===== src/cts_pkg.sv =====
package cts_pkg;
  // register byte offsets
  localparam logic [7:0] OFF_TIME    = 8'h00;
  localparam logic [7:0] OFF_DATE    = 8'h04;
  localparam logic [7:0] OFF_CTRL    = 8'h08;
  localparam logic [7:0] OFF_PRESC   = 8'h0c;
  localparam logic [7:0] OFF_SUBSEC  = 8'h10;
  localparam logic [7:0] OFF_ALARM_A = 8'h14;
  localparam logic [7:0] OFF_ALARM_B = 8'h18;
  localparam logic [7:0] OFF_WKUP    = 8'h1c;
  localparam logic [7:0] OFF_STATUS  = 8'h20;
  localparam logic [7:0] OFF_MASK    = 8'h24;
  localparam logic [7:0] OFF_STORE   = 8'h40;
  localparam int         STORE_WORDS = 20;
  // ctrl fields
  localparam int CTRL_H12    = 0;
  localparam int CTRL_WK_EN  = 1;
  localparam int CTRL_CAL_EN = 2;
  localparam int CTRL_WSEL   = 4;
  localparam int CTRL_LOAD   = 8;
  // status bit positions
  localparam int ST_ALARM_A = 0;
  localparam int ST_ALARM_B = 1;
  localparam int ST_WAKEUP  = 2;
  // prescaler reset: 32768 = 128 * 256
  localparam logic [6:0]  PRESC_A_RST = 7'h7f;
  localparam logic [12:0] PRESC_S_RST = 13'h00ff;
  localparam logic [15:0] WK_RELOAD_RST = 16'hffff;
  // calibration output divides the 32.768 kHz clock by 64
  localparam logic [5:0] CAL_DIV_HALF = 6'h1f;
  localparam logic [1:0] AXI_OKAY   = 2'h0;
  localparam logic [1:0] AXI_SLVERR = 2'h2;
endpackage : cts_pkg


===== src/cts_alarm_if.sv =====
`timescale 1ns/1ps
`default_nettype none
interface cts_alarm_if;
  logic [31:0] alarm_word;
  logic [31:0] time_word;
  logic [31:0] date_word;
  logic        tick;
  logic        hit;
  modport ctl (output alarm_word, output time_word, output date_word,
               output tick, input hit);
  modport cmp (input alarm_word, input time_word, input date_word,
               input tick, output hit);
endinterface : cts_alarm_if
`default_nettype wire


===== src/cts_alarm_cmp.sv =====
`timescale 1ns/1ps
`default_nettype none
// alarm word: [6:0] sec [14:8] min [21:16] hour [22] pm [29:24] date
// top bit of each byte masks its own field: 7 sec, 15 min, 23 hour, 31 date
module cts_alarm_cmp
(
  // clock
  input  wire logic aclk,
  input  wire logic aresetn,
  input  wire logic ce,
  // comparison
  cts_alarm_if.cmp  al
);
  logic m_sec;
  logic m_min;
  logic m_hr;
  logic m_dt;
  logic hit_reg;

  always_comb
  begin
    m_sec = al.alarm_word[7] | (al.alarm_word[6:0] == al.time_word[6:0]);
    m_min = al.alarm_word[15] | (al.alarm_word[14:8] == al.time_word[14:8]);
    m_hr  = al.alarm_word[23] |
            (al.alarm_word[22:16] == al.time_word[22:16]);
    m_dt  = al.alarm_word[31] |
            (al.alarm_word[29:24] == al.date_word[5:0]);
  end

  // one pulse on the tick that matches
  always_ff @(posedge aclk)
  begin
    if (!aresetn)
      hit_reg <= 1'b0;
    else if (ce)
      hit_reg <= al.tick & m_sec & m_min & m_hr & m_dt;
  end

  assign al.hit = hit_reg;
endmodule : cts_alarm_cmp
`default_nettype wire


===== src/cts_timekeeper.sv =====
`timescale 1ns/1ps
`default_nettype none
module cts_timekeeper
(
  // system bus clock
  input  wire logic        aclk,
  input  wire logic        aresetn,
  input  wire logic        ce,
  // battery domain reset, only at power-up of the backup supply
  input  wire logic        bat_resetn,
  // 32.768 kHz clock pin
  input  wire logic        lsclk_pin,
  // axi4-lite slave
  input  wire logic [7:0]  s_awaddr,
  input  wire logic        s_awvalid,
  output logic             s_awready,
  input  wire logic [31:0] s_wdata,
  input  wire logic [3:0]  s_wstrb,
  input  wire logic        s_wvalid,
  output logic             s_wready,
  output logic [1:0]       s_bresp,
  output logic             s_bvalid,
  input  wire logic        s_bready,
  input  wire logic [7:0]  s_araddr,
  input  wire logic        s_arvalid,
  output logic             s_arready,
  output logic [31:0]      s_rdata,
  output logic [1:0]       s_rresp,
  output logic             s_rvalid,
  input  wire logic        s_rready,
  // outputs
  output logic             cal_out,
  output logic             wake_req,
  output logic             irq
);
  // lsclk pin synchroniser
  logic [2:0]  ls_sync_reg;
  logic        ls_level_reg;
  logic        ls_rise;
  always_ff @(posedge aclk)
  begin
    if (!aresetn)
    begin
      ls_sync_reg  <= 3'h0;
      ls_level_reg <= 1'b0;
    end
    else if (ce)
    begin
      ls_sync_reg <= {ls_sync_reg[1:0], lsclk_pin};
      if (ls_sync_reg[1] == ls_sync_reg[2])
        ls_level_reg <= ls_sync_reg[2];
    end
  end
  assign ls_rise = (ls_sync_reg[1] == ls_sync_reg[2]) & ls_sync_reg[2] &
                   ~ls_level_reg;

  // registers
  logic [31:0] time_reg;
  logic [31:0] date_reg;
  logic [31:0] ctrl_reg;
  logic [6:0]  presc_a_reg;
  logic [12:0] presc_s_reg;
  logic [6:0]  cnt_a_reg;
  logic [12:0] cnt_s_reg;
  logic [31:0] alarm_a_reg;
  logic [31:0] alarm_b_reg;
  logic [15:0] wk_reload_reg;
  logic [15:0] wk_cnt_reg;
  logic        wk_reload_pend_reg;
  logic [2:0]  status_reg;
  logic [2:0]  mask_reg;
  logic [5:0]  cal_div_reg;
  logic        cal_reg;
  logic [15:0] wk_div_reg;

  // axi handshake
  logic        aw_held_reg;
  logic        w_held_reg;
  logic [7:0]  awaddr_reg;
  logic [31:0] wdata_reg;
  logic        wr_fire;
  logic        rd_fire;
  logic        wr_hit;
  logic        rd_hit;
  logic [31:0] rd_word;

  assign s_awready = ~aw_held_reg & ~s_bvalid;
  assign s_wready  = ~w_held_reg & ~s_bvalid;
  assign s_arready = ~s_rvalid;
  assign wr_fire   = aw_held_reg & w_held_reg & ~s_bvalid;
  assign rd_fire   = s_arvalid & s_arready;

  always_ff @(posedge aclk)
  begin
    if (!aresetn)
    begin
      aw_held_reg <= 1'b0;
      w_held_reg  <= 1'b0;
      awaddr_reg  <= 8'h00;
      wdata_reg   <= 32'h0;
      s_bvalid    <= 1'b0;
      s_bresp     <= cts_pkg::AXI_OKAY;
    end
    else if (ce)
    begin
      if (s_awvalid & s_awready)
      begin
        aw_held_reg <= 1'b1;
        awaddr_reg  <= s_awaddr;
      end
      if (s_wvalid & s_wready)
      begin
        w_held_reg <= 1'b1;
        wdata_reg  <= s_wdata;
      end
      if (wr_fire)
      begin
        aw_held_reg <= 1'b0;
        w_held_reg  <= 1'b0;
        s_bvalid    <= 1'b1;
        s_bresp     <= wr_hit ? cts_pkg::AXI_OKAY : cts_pkg::AXI_SLVERR;
      end
      else if (s_bvalid & s_bready)
        s_bvalid <= 1'b0;
    end
  end

  // write enables
  logic we_time;
  logic we_date;
  logic we_ctrl;
  logic we_presc;
  logic we_alm_a;
  logic we_alm_b;
  logic we_wkup;
  logic we_stat;
  logic we_mask;
  logic we_store;
  logic [4:0] st_idx_w;
  logic [7:0] st_off_w;
  always_comb
  begin
    we_time  = wr_fire & (awaddr_reg == cts_pkg::OFF_TIME);
    we_date  = wr_fire & (awaddr_reg == cts_pkg::OFF_DATE);
    we_ctrl  = wr_fire & (awaddr_reg == cts_pkg::OFF_CTRL);
    we_presc = wr_fire & (awaddr_reg == cts_pkg::OFF_PRESC);
    we_alm_a = wr_fire & (awaddr_reg == cts_pkg::OFF_ALARM_A);
    we_alm_b = wr_fire & (awaddr_reg == cts_pkg::OFF_ALARM_B);
    we_wkup  = wr_fire & (awaddr_reg == cts_pkg::OFF_WKUP);
    we_stat  = wr_fire & (awaddr_reg == cts_pkg::OFF_STATUS);
    we_mask  = wr_fire & (awaddr_reg == cts_pkg::OFF_MASK);
    st_off_w = awaddr_reg - cts_pkg::OFF_STORE;
    st_idx_w = st_off_w[6:2];
    we_store = wr_fire & (awaddr_reg >= cts_pkg::OFF_STORE) &
               (st_off_w[7:2] < 6'(cts_pkg::STORE_WORDS)) &
               (awaddr_reg[1:0] == 2'h0);
    wr_hit   = we_time | we_date | we_ctrl | we_presc | we_alm_a |
               we_alm_b | we_wkup | we_stat | we_mask | we_store |
               (wr_fire & (awaddr_reg == cts_pkg::OFF_SUBSEC));
  end

  // prescaler: async stage then sync stage
  logic tick_1s;
  logic ck_spre;
  assign ck_spre = ls_rise & (cnt_a_reg == 7'h00);
  assign tick_1s = ck_spre & (cnt_s_reg == 13'h0000);
  always_ff @(posedge aclk)
  begin
    if (!aresetn)
    begin
      presc_a_reg <= cts_pkg::PRESC_A_RST;
      presc_s_reg <= cts_pkg::PRESC_S_RST;
      cnt_a_reg   <= cts_pkg::PRESC_A_RST;
      cnt_s_reg   <= cts_pkg::PRESC_S_RST;
    end
    else if (ce)
    begin
      if (we_presc)
      begin
        presc_a_reg <= wdata_reg[22:16];
        presc_s_reg <= wdata_reg[12:0];
        cnt_a_reg   <= wdata_reg[22:16];
        cnt_s_reg   <= wdata_reg[12:0];
      end
      else if (ls_rise)
      begin
        cnt_a_reg <= (cnt_a_reg == 7'h00) ? presc_a_reg : cnt_a_reg - 7'h01;
        if (ck_spre)
          cnt_s_reg <= tick_1s ? presc_s_reg : cnt_s_reg - 13'h0001;
      end
    end
  end

  // bcd helpers
  function automatic logic [7:0] bcd_inc(input logic [7:0] v);
    bcd_inc = (v[3:0] == 4'h9) ? {v[7:4] + 4'h1, 4'h0} : v + 8'h01;
  endfunction : bcd_inc

  function automatic logic [7:0] month_len(input logic [7:0] mon,
                                           input logic [7:0] yr);
    logic [7:0] ybin;
    ybin = 8'(yr[7:4] * 4'd10) + 8'(yr[3:0]);
    case (mon)
      8'h02:   month_len = (ybin[1:0] == 2'h0) ? 8'h29 : 8'h28;
      8'h04, 8'h06, 8'h09, 8'h11: month_len = 8'h30;
      default: month_len = 8'h31;
    endcase
  endfunction : month_len

  // calendar: time [6:0] sec [14:8] min [21:16] hr [22] pm
  // date [5:0] day [12:8] month [15:13] weekday [23:16] year
  logic [7:0] sec_v;
  logic [7:0] min_v;
  logic [7:0] hr_v;
  logic [7:0] day_v;
  logic [7:0] mon_v;
  logic [7:0] yr_v;
  logic [2:0] wd_v;
  logic       pm_v;
  logic [31:0] time_next;
  logic [31:0] date_next;
  always_comb
  begin
    sec_v = {1'b0, time_reg[6:0]};
    min_v = {1'b0, time_reg[14:8]};
    hr_v  = {2'b0, time_reg[21:16]};
    pm_v  = time_reg[22];
    day_v = {2'b0, date_reg[5:0]};
    mon_v = {3'b0, date_reg[12:8]};
    wd_v  = date_reg[15:13];
    yr_v  = date_reg[23:16];
    if (sec_v == 8'h59)
    begin
      sec_v = 8'h00;
      if (min_v == 8'h59)
      begin
        min_v = 8'h00;
        if (ctrl_reg[cts_pkg::CTRL_H12])
        begin
          if (hr_v == 8'h11)
            pm_v = ~pm_v;
          hr_v = (hr_v == 8'h12) ? 8'h01 : bcd_inc(hr_v);
        end
        else if (hr_v == 8'h23)
          hr_v = 8'h00;
        else
          hr_v = bcd_inc(hr_v);
        if (!ctrl_reg[cts_pkg::CTRL_H12] ? (hr_v == 8'h00) :
            (time_reg[21:16] == 6'h11 && time_reg[22]))
        begin
          wd_v = (wd_v == 3'h7) ? 3'h1 : wd_v + 3'h1;
          if (day_v == month_len(mon_v, yr_v))
          begin
            day_v = 8'h01;
            if (mon_v == 8'h12)
            begin
              mon_v = 8'h01;
              yr_v  = (yr_v == 8'h99) ? 8'h00 : bcd_inc(yr_v);
            end
            else
              mon_v = bcd_inc(mon_v);
          end
          else
            day_v = bcd_inc(day_v);
        end
      end
      else
        min_v = bcd_inc(min_v);
    end
    else
      sec_v = bcd_inc(sec_v);
    time_next = {9'h0, pm_v, hr_v[5:0], 1'b0, min_v[6:0], 1'b0, sec_v[6:0]};
    date_next = {8'h0, yr_v, wd_v, mon_v[4:0], 2'b0, day_v[5:0]};
  end

  always_ff @(posedge aclk)
  begin
    if (!aresetn)
    begin
      time_reg <= 32'h0;
      date_reg <= 32'h0000_2101;
    end
    else if (ce)
    begin
      if (we_time)
        time_reg <= wdata_reg & 32'h007f_7f7f;
      else if (tick_1s)
        time_reg <= time_next;
      if (we_date)
        date_reg <= wdata_reg & 32'h00ff_ff3f;
      else if (tick_1s)
        date_reg <= date_next;
    end
  end

  // control and alarm targets
  always_ff @(posedge aclk)
  begin
    if (!aresetn)
    begin
      ctrl_reg    <= 32'h0;
      alarm_a_reg <= 32'h0;
      alarm_b_reg <= 32'h0;
      mask_reg    <= 3'h0;
    end
    else if (ce)
    begin
      if (we_ctrl)
        ctrl_reg <= wdata_reg & 32'h0000_0077;
      if (we_alm_a)
        alarm_a_reg <= wdata_reg;
      if (we_alm_b)
        alarm_b_reg <= wdata_reg;
      if (we_mask)
        mask_reg <= wdata_reg[2:0];
    end
  end

  // alarms
  cts_alarm_if alm_a ();
  cts_alarm_if alm_b ();
  // compare what the tick loads, so the flag marks arrival at the target
  assign alm_a.alarm_word = alarm_a_reg;
  assign alm_a.time_word  = time_next;
  assign alm_a.date_word  = date_next;
  assign alm_a.tick       = tick_1s;
  assign alm_b.alarm_word = alarm_b_reg;
  assign alm_b.time_word  = time_next;
  assign alm_b.date_word  = date_next;
  assign alm_b.tick       = tick_1s;
  cts_alarm_cmp u_alm_a (.aclk(aclk), .aresetn(aresetn), .ce(ce),
                         .al(alm_a));
  cts_alarm_cmp u_alm_b (.aclk(aclk), .aresetn(aresetn), .ce(ce),
                         .al(alm_b));

  // wakeup resolution: lsclk/2..lsclk/16 or 1 Hz
  logic wk_tick;
  logic [2:0] wsel;
  assign wsel = ctrl_reg[cts_pkg::CTRL_WSEL +: 3];
  always_ff @(posedge aclk)
  begin
    if (!aresetn)
      wk_div_reg <= 16'h0;
    else if (ce && ls_rise)
      wk_div_reg <= wk_div_reg + 16'h1;
  end
  // 2..16 divide gives ~61..488 us steps (~120 us minimum), 1 Hz gives ~18 h per wrap
  always_comb
  begin
    case (wsel)
      3'h0:    wk_tick = ls_rise & (wk_div_reg[3:0] == 4'hf);
      3'h1:    wk_tick = ls_rise & (wk_div_reg[2:0] == 3'h7);
      3'h2:    wk_tick = ls_rise & (wk_div_reg[1:0] == 2'h3);
      3'h3:    wk_tick = ls_rise & wk_div_reg[0];
      default: wk_tick = tick_1s;
    endcase
  end

  logic wk_zero_evt;
  assign wk_zero_evt = ctrl_reg[cts_pkg::CTRL_WK_EN] & wk_tick &
                       ~wk_reload_pend_reg & (wk_cnt_reg == 16'h0001);
  always_ff @(posedge aclk)
  begin
    if (!aresetn)
    begin
      wk_reload_reg      <= cts_pkg::WK_RELOAD_RST;
      wk_cnt_reg         <= cts_pkg::WK_RELOAD_RST;
      wk_reload_pend_reg <= 1'b0;
    end
    else if (ce)
    begin
      if (we_wkup)
      begin
        wk_reload_reg <= wdata_reg[15:0];
        wk_cnt_reg    <= wdata_reg[15:0];
      end
      else if (ctrl_reg[cts_pkg::CTRL_WK_EN] && wk_tick)
      begin
        if (wk_reload_pend_reg || wk_cnt_reg == 16'h0000)
        begin
          wk_cnt_reg         <= wk_reload_reg;
          wk_reload_pend_reg <= 1'b0;
        end
        else
        begin
          wk_cnt_reg <= wk_cnt_reg - 16'h0001;
          if (wk_cnt_reg == 16'h0001)
            wk_reload_pend_reg <= 1'b1;
        end
      end
    end
  end

  // sticky status, set beats write-one clear
  logic [2:0] evt;
  assign evt = {wk_zero_evt, alm_b.hit, alm_a.hit};
  always_ff @(posedge aclk)
  begin
    if (!aresetn)
      status_reg <= 3'h0;
    else if (ce)
      status_reg <= (status_reg & ~(we_stat ? wdata_reg[2:0] : 3'h0)) |
                    evt;
  end
  assign irq      = |(status_reg & mask_reg);
  assign wake_req = |status_reg;

  // calibration output
  always_ff @(posedge aclk)
  begin
    if (!aresetn)
    begin
      cal_div_reg <= 6'h0;
      cal_reg     <= 1'b0;
    end
    else if (ce && ls_rise)
    begin
      if (cal_div_reg == cts_pkg::CAL_DIV_HALF)
      begin
        cal_div_reg <= 6'h0;
        cal_reg     <= ~cal_reg;
      end
      else
        cal_div_reg <= cal_div_reg + 6'h1;
    end
  end
  assign cal_out = cal_reg & ctrl_reg[cts_pkg::CTRL_CAL_EN];

  // backup store on its own reset
  logic [31:0] store_rd;
  logic [4:0]  st_idx_r;
  logic [7:0]  st_off_r;
  logic [4:0]  rd_idx_reg;
  logic [4:0]  st_raddr;
  assign st_off_r = s_araddr - cts_pkg::OFF_STORE;
  assign st_idx_r = st_off_r[6:2];
  // hold the taken index so the word stays put while rvalid waits
  assign st_raddr = rd_fire ? st_idx_r : rd_idx_reg;
  cts_store_mem #(.WORDS(cts_pkg::STORE_WORDS)) u_store (
    .aclk       (aclk),
    .bat_resetn (bat_resetn),
    .ce         (ce),
    .we         (we_store),
    .waddr      (st_idx_w),
    .wdata      (wdata_reg),
    .raddr      (st_raddr),
    .rdata      (store_rd)
  );

  // read path
  logic        rd_store_reg;
  logic [31:0] rdata_reg;
  always_comb
  begin
    rd_hit  = 1'b1;
    rd_word = 32'h0;
    case (s_araddr)
      cts_pkg::OFF_TIME:    rd_word = time_reg;
      cts_pkg::OFF_DATE:    rd_word = date_reg;
      cts_pkg::OFF_CTRL:    rd_word = ctrl_reg;
      cts_pkg::OFF_PRESC:   rd_word = {9'h0, presc_a_reg, 3'h0, presc_s_reg};
      cts_pkg::OFF_SUBSEC:  rd_word = {19'h0, cnt_s_reg};
      cts_pkg::OFF_ALARM_A: rd_word = alarm_a_reg;
      cts_pkg::OFF_ALARM_B: rd_word = alarm_b_reg;
      cts_pkg::OFF_WKUP:    rd_word = {wk_cnt_reg, wk_reload_reg};
      cts_pkg::OFF_STATUS:  rd_word = {29'h0, status_reg};
      cts_pkg::OFF_MASK:    rd_word = {29'h0, mask_reg};
      default:
        rd_hit = (s_araddr >= cts_pkg::OFF_STORE) &&
                 (st_off_r[7:2] < 6'(cts_pkg::STORE_WORDS)) &&
                 (s_araddr[1:0] == 2'h0);
    endcase
  end

  always_ff @(posedge aclk)
  begin
    if (!aresetn)
    begin
      s_rvalid     <= 1'b0;
      s_rresp      <= cts_pkg::AXI_OKAY;
      rdata_reg    <= 32'h0;
      rd_store_reg <= 1'b0;
      rd_idx_reg   <= 5'h0;
    end
    else if (ce)
    begin
      if (rd_fire)
      begin
        s_rvalid     <= 1'b1;
        s_rresp      <= rd_hit ? cts_pkg::AXI_OKAY : cts_pkg::AXI_SLVERR;
        rdata_reg    <= rd_word;
        rd_store_reg <= (s_araddr >= cts_pkg::OFF_STORE) & rd_hit;
        rd_idx_reg   <= st_idx_r;
      end
      else if (s_rvalid & s_rready)
        s_rvalid <= 1'b0;
    end
  end
  // store word comes straight from the memory's own output register
  assign s_rdata = rd_store_reg ? store_rd : rdata_reg;
endmodule : cts_timekeeper
`default_nettype wire


===== src/cts_store_mem.sv =====
`timescale 1ns/1ps
`default_nettype none
module cts_store_mem #(
  parameter int WORDS = 20
)
(
  // clock and battery reset
  input  wire logic        aclk,
  input  wire logic        bat_resetn,
  input  wire logic        ce,
  // write
  input  wire logic        we,
  input  wire logic [4:0]  waddr,
  input  wire logic [31:0] wdata,
  // read
  input  wire logic [4:0]  raddr,
  output logic [31:0]      rdata
);
  if (WORDS < 1 || WORDS > 32)
  begin : g_bad_words
    $error("store depth out of range");
  end
  logic [31:0] mem_reg [WORDS];
  // only the battery reset clears it; system reset never reaches here
  always_ff @(posedge aclk)
  begin
    if (!bat_resetn)
    begin
      for (int i = 0; i < WORDS; i++)
        mem_reg[i] <= 32'h0;
    end
    else if (ce && we && int'(waddr) < WORDS)
      mem_reg[waddr] <= wdata;
  end
  always_ff @(posedge aclk)
  begin
    if (!bat_resetn)
      rdata <= 32'h0;
    else if (ce)
      rdata <= (int'(raddr) < WORDS) ? mem_reg[raddr] : 32'h0;
  end
endmodule : cts_store_mem
`default_nettype wire


===== config.mk =====
export PLATFORM = sky130hd
export DESIGN_NAME = cts_timekeeper
export DESIGN_NICKNAME = d
export VERILOG_FILES = /design/src/cts_pkg.sv /design/src/cts_alarm_if.sv /design/src/cts_alarm_cmp.sv /design/src/cts_timekeeper.sv /design/src/cts_store_mem.sv
export SDC_FILE = /design/constraint.sdc
export NUM_CORES = 2
export LEC_CHECK = 0
export BUFFER_PORTS_ARGS = -buffer_cell sky130_fd_sc_hd__buf_4
export CAP_MARGIN = 10
export CORE_ASPECT_RATIO = 0.7
export CORE_MARGIN = 1
export CORE_UTILIZATION = 55
export CTS_BUF_LIST = sky130_fd_sc_hd__clkbuf_8
export CTS_CLUSTER_DIAMETER = 100
export DETAILED_ROUTE_END_ITERATION = 8
export PLACE_DENSITY = 0.74
export SYNTH_ARGS = -nofsm -noshare
export SYNTH_HDL_FRONTEND = slang
export SYNTH_SLANG_ARGS = --single-unit
export TNS_END_PERCENT = 50

===== constraint.sdc =====
create_clock -name aclk -period 4.6 [get_ports aclk]
set_input_delay 0.69 -clock aclk [delete_from_list [all_inputs] [get_ports aclk]]
set_output_delay 0.69 -clock aclk [all_outputs]
set_load 0.02 [all_outputs]

# Word level (Yosys, flattened, before mapping)
# Memories as Yosys holds them, arrays and structs flattened.
# Cells that the tools add are included.
# Widths: inputs -> output; s select.
[word_totals]
elab_cells = 343
in_bits = 62
output_inout_bits = 44
ff_bits = 360
mem_bits_rw = 640
n_memories = 1
[mem_list]
columns = ["memory", "words", "word_bits", "rd", "rd_clocked_by_memory_dff", "wr", "line_no", "rtl"]
rows = [
  ["u_store.mem_reg", 20, 32, 1, 0, 20, "cts_store_mem.sv:23", "logic [31:0] mem_reg [WORDS];"],
]
[op_classes]
n_mul = 1
magnitude_cmp = 6
n_bitwise = 74
n_addsub = 21
n_reduce_logical = 63
muxes = 86
eq_ne = 55
[op_table]
columns = ["operator", "count"]
rows = [
  ["$pmux 32 s10", 1],
  ["$mux 32", 7],
  ["$mux 8", 14],
  ["$mux 7", 10],
  ["$eq 8x5->1 const B", 8],
  ["$mux 13", 4],
  ["$mux 16", 3],
  ["$mux 6", 8],
  ["$and 1x1->1", 43],
  ["$eq 7x7->1", 6],
  ["$mux 5", 8],
  ["$reduce_and 2->1", 20],
  ["$eq 8x4->1 const B", 4],
  ["$eq 8x6->1 const B", 4],
  ["$reduce_or 32->1", 1],
  ["$reduce_bool 2->1", 15],
  ["$eq 4x4->1 const B", 7],
  ["$logic_not 8->1", 3],
  ["$mux 1", 22],
  ["$eq 6x5->1 const B", 3],
  ["$or 1x1->1", 18],
  ["$add 16x1->16 const B", 1],
  ["$eq 16x1->1 const B", 1],
  ["$eq 8x3->1 const B", 2],
  ["other kinds (56)", 93],
]

# Longest topological paths before layout
[logic_depth]
ltp_word = 19
mapped_depth = 13
depth_no_buf = 11

# Cells and area by module
# Synthesis repeated with hierarchy kept, for this count alone.
[hier_totals]
hier_cells = 4229
hier_area_um2 = 47083.9
[modules_own_cells]
columns = ["module", "area_each_um2", "n_inst", "seq_area_each_um2", "cells_per_inst"]
rows = [
  ["cts_store_mem", 30636.9, 1, 19859.0, 2046],
  ["cts_timekeeper", 15771.4, 1, 5825.6, 2103],
  ["cts_alarm_cmp", 337.8, 2, 20.0, 40],
]

# Worst setup path after synthesis
# OpenSTA, ideal clock, no wires.
[synth_timing]
path_kind = "register to register"
start = "register awaddr_reg[6]"
end = "memory u_store.mem_reg[1][0] (enable)"
path_stages_with_launch = 9
synth_period_minus_slack_ps = 4504
t_required_ps = 4134
slack_ps = 96
path_buffers = 1
setup_time_ps = 466
arrival_time_ps = 4038
path_cell_list = "dfxtp_1 > inv_1 > ha_1 > nand4b_1 > a21oi_1 > o2111ai_1 > or3_1 > clkbuf_1 > o21ai_0"
[synth_lines]
columns = ["element", "line_no", "rtl"]
rows = [
  ["from (decl)", "cts_timekeeper.sv:79", "logic [7:0] awaddr_reg;"],
  ["from (signal assigned)", "cts_timekeeper.sv:109", "awaddr_reg <= s_awaddr;"],
  ["to (decl)", "cts_store_mem.sv:23", ""],
]

# Final worst setup path
[layout_timing]
start = "register time_reg[4]"
end = "register u_alm_a.hit_reg (netlist: u_alm_a.al.hit)"
[layout_between]
elab_chain_cells = 9
word_cells_on_any_way = 21
cone_classes = "add/sub (2); eq/ne (5); mux (6); bitwise (8)"
[layout_rtl]
columns = ["element", "line_no", "rtl"]
rows = [
  ["from (decl)", "cts_timekeeper.sv:58", "logic [31:0] time_reg;"],
  ["from (signal assigned)", "cts_timekeeper.sv:286", "time_reg <= wdata_reg & 32'h007f_7f7f;"],
  ["from (signal assigned)", "cts_timekeeper.sv:288", "time_reg <= time_next;"],
  ["$add 7x1->7 or $add 3x1->3 (tied branches)", "cts_timekeeper.sv:196", "bcd_inc = (v[3:0] == 4'h9) ? {v[7:4] + 4'h1, 4'h0} : v + 8'h01;"],
  ["$mux 7", "cts_timekeeper.sv:196", ""],
  ["$mux 7", "cts_timekeeper.sv:232", "if (sec_v == 8'h59)"],
  ["$eq 7x7->1", "cts_alarm_cmp.sv:22", "m_sec = al.alarm_word[7] | (al.alarm_word[6:0] == al.time_word[6:0]);"],
  ["$or 1x1->1", "cts_alarm_cmp.sv:22", ""],
  ["$and 1x1->1 (3 in series)", "cts_alarm_cmp.sv:36", "hit_reg <= al.tick & m_sec & m_min & m_hr & m_dt;"],
  ["$and 1x1->1 (*)", "cts_alarm_cmp.sv:36", ""],
  ["to (signal assigned)", "cts_alarm_cmp.sv:36", ""],
  ["to (decl)", "cts_alarm_cmp.sv:18", "logic hit_reg;"],
]
# Every way passes the cells marked *; elsewhere a longest branch is shown, timed or not.
# A chain may end at the register's enable or synchronous reset.

==> flow_summary.yaml <==
detailed_routing:
  first_iter_violations: 5155
  drt-total-wl_mm: 150
  vias: 35000
  drc_errors: 4
  drtPass1Iterations: 9
  antenna_left: 0
  wl_per_cell_microns: 27.5
  viasPerCell: 6.40
sta:
  clock_skew_ns: 0.0380
  setup_viol_count_final: 0
  relSlewSlack_pct: 13.4
  worst_pin_slew_ns: 1.30
  final_max_slew_viol_count: 0
  max_freq_ghz: 0.230
  rsz0062_at_grt: "no"
  hold_viol_final: 0
  fin_crit_sh_pct: 94.7
  fin_crit_ns: 4.35
  setup_tns_ns: 0
clock_network:
  cts_root_buffer: "clkbuf_8"
  cts_inserted_buffers: 148
  holdBufCountCts: 0
  clock_sinks: 965
  cts.repair.resized: 0
  cts_setup_buffers: 0
  htreeDepth: 4
  cts_buffer_depth: 3
  cts.clk_slew.worst_paths_ns: 0.07
  clk_latency_ns: 0.87
  cts_tree: "done"
grt:
  antenna_found_initial: 7
  grt_pass1_vias: 32100
  track_usage_pct: 34.2
  grt_max_degree: 81
  grt_overflow: 0
  grt_pass1_wl_mm: 217
die:
  dieHeight_microns: 248
  rows: 89
  die-width_microns: 353
  ios: 106
  die-area_sq_mm: 0.0876
  initial_core_util_pct: 56.0
  core_area_sq_mm: 0.0849
worst_setup_path:
  crit_required_ns: 5.35
  cp_max_fo: 11
  rr_worst_depth: 10
  start_kind: "flop"
  cp.arrival_ns: 5.11
  end_kind: "flop"
  path_class: "flop to flop"
  regToRegSetupSlack_ns: 0.25
  r2r-end: "u_alm_a.al.hit"
  reg2reg_from: "time_reg[4]"
power_and_ir_drop:
  vdd_drop_max_mv: 0.330
  leakage_nw: 19.9
  power_w: 0.0183
  power_density_mw_per_mm2: 346
yosys:
  syn_area_sq_mm: 0.0475
  synthCells: 4182
  ys_seq_elements: 965
  synth_cell_types: 89
  synthArstFlopShare_pct: 0
  ys_warn_count: 0
  synth-main-ff-cell: "edfxtp_1"
  syn_avg_cell_area_sq_um: 11.4
  seq_area_frac_synth_pct: 54.2
  synth_edf_count: 640
worst_hold_path:
  min_to: "awaddr_reg[1]"
  holdCritPathClass: "primary input to flop"
  holdPathStages: 3
  hold_path.startpoint: "s_awaddr[1]"
placement:
  gp_congestion: 1.02
  dp.final_hpwl_mm: 96.7
  io_buffers: 99
layout:
  syn_to_final_growth_pct: 11.3
  drive_gt1_share_pct: 17.6
  largest_reg_flops: 640
  register_area_sq_mm: 0.0257
  layout.cells.most_common_list: "edfxtp_1 (640), and2_1 (637), nand2_1 (433), dfxtp_1 (321), buf_4 (249)"
  nets: 4298
  n_fill_cell: 6613
  multi_input_area_sq_mm: 0.0204
  final_common_cell: "edfxtp_1"
run:
  drv_cap: 0
status:
  failed_checks: "design-rule violations"
  outcome: "finished with violations"
stage by stage:
step	worst slack (ns)	utilization, %	hold WS (ns)	area, sq um	std cells
2_1_floorplan	0.0962	-	0.443	47500	4183
3_3_place_gp	0.607	58.8	0.451	49900	5191
3_5_place_dp	0.509	58.8	0.463	49900	5191
4_1_cts	0.443	62.3	0.0356	52800	5467
5_1_grt	0.153	62.3	0.0779	52900	5468
6_report	0.246	62.3	0.0825	52900	5468
per-layer routing:
layer	routed length, microns	vias to the layer above	part of all wire (%)	track usage, %
met5	34	-	0.023	0
met4	4520	6	3.0	11.5
li1	-	15200	-	-
met3	25000	283	17	15.0
met2	59700	2421	40	45.1
met1	61300	17100	41	49.6
Yosys cell counts, drive strengths merged, types with 10 or more instances:
cell	n	area, sq um
o22ai	11	68.8
xnor2	44	385
nand3b	15	125
a21boi	131	983
xor2	39	342
a211oi	99	748
nand4	13	81.3
inv	41	154
a221oi	12	111
a31oi	16	100
buf	48	243
edfxtp	640	19200
o211a	45	450
a221o	33	330
clkbuf	346	1300
and3	42	263
a21oi	150	751
nand2	434	1640
dfxtp	325	6510
nor3b	11	87.6
a222oi	13	130
and2	640	4010
o211ai	18	135
a22oi	41	308
nor3	46	235
or3	10	62.6
nand2b	18	113
mux2	47	529
mux2i	84	841
mux4	162	3650
nor4	15	106
ha	32	400
nor2b	93	582
o21ai	119	596
nor2	180	676
nand3	67	335
critical path, cell delays in order, from the launching register on:
cell	delay, ns
dfxtp_1	0.58
ha_1	0.31
and2_0	0.33
nand4_1	0.58
nor3_1	0.46
o21ai_0	0.14
a211oi_1	0.31
a41oi_1	0.27
nor4_1	0.81
o2111ai_1	0.21
o21ai_0	0.23
power by group:
| part | total, W | internal (W) | switching [W] |
|---|---|---|---|
| Combinational | 0.00150 | 0.000583 | 0.000916 |
| Clock | 0.00716 | 0.00353 | 0.00363 |
| Sequential | 0.00961 | 0.00945 | 0.000151 |
worst max path at each step:
| stage | end | depth (start not counted) | startpoint | slack, ns |
|---|---|---|---|---|
| after floorplan | u_store.mem_reg[1][0] | 8 | awaddr_reg[6] | 0.1 |
| after global placement | u_alm_a.al.hit | 9 | time_reg[0] | 0.61 |
| after detailed placement | u_alm_a.al.hit | 9 | time_reg[0] | 0.51 |
| after CTS | u_alm_a.al.hit | 9 | time_reg[0] | 0.44 |
| after global routing | u_alm_a.al.hit | 9 | time_reg[0] | 0.15 |
| final | u_alm_a.al.hit | 10 | time_reg[4] | 0.25 |
area by class of cell:
cell class / instances / area share, %
Sequential cell: 965 / 48.7
Multi-Input combinational cell: 2782 / 38.7
Clock buffer: 169 / 4.40
Timing Repair Buffer: 265 / 4.13
Tap cell: 1137 / 2.69
Clock inverter: 107 / 1.12
Inverter: 42 / 0.298
Antenna cell: 1 / 0.00473
cell families (layout without fill, tap and decap cells):
| family | Yosys count | count (layout) | synth area share, % |
|---|---|---|---|
| other | 1 | 3 | 0.00789 |
| buffers and inverters | 436 | 583 | 3.58 |
| adders and majority gates | 32 | 32 | 0.843 |
| DFF | 965 | 965 | 54.2 |
| muxes | 293 | 293 | 10.6 |
| AOI/OAI and AO/OA | 752 | 752 | 11.2 |
| and+or+nand+nor | 1620 | 1620 | 18.1 |
| xor gates and xnor gates | 83 | 83 | 1.53 |
Note: power is estimated with default switching activity, not from simulation.
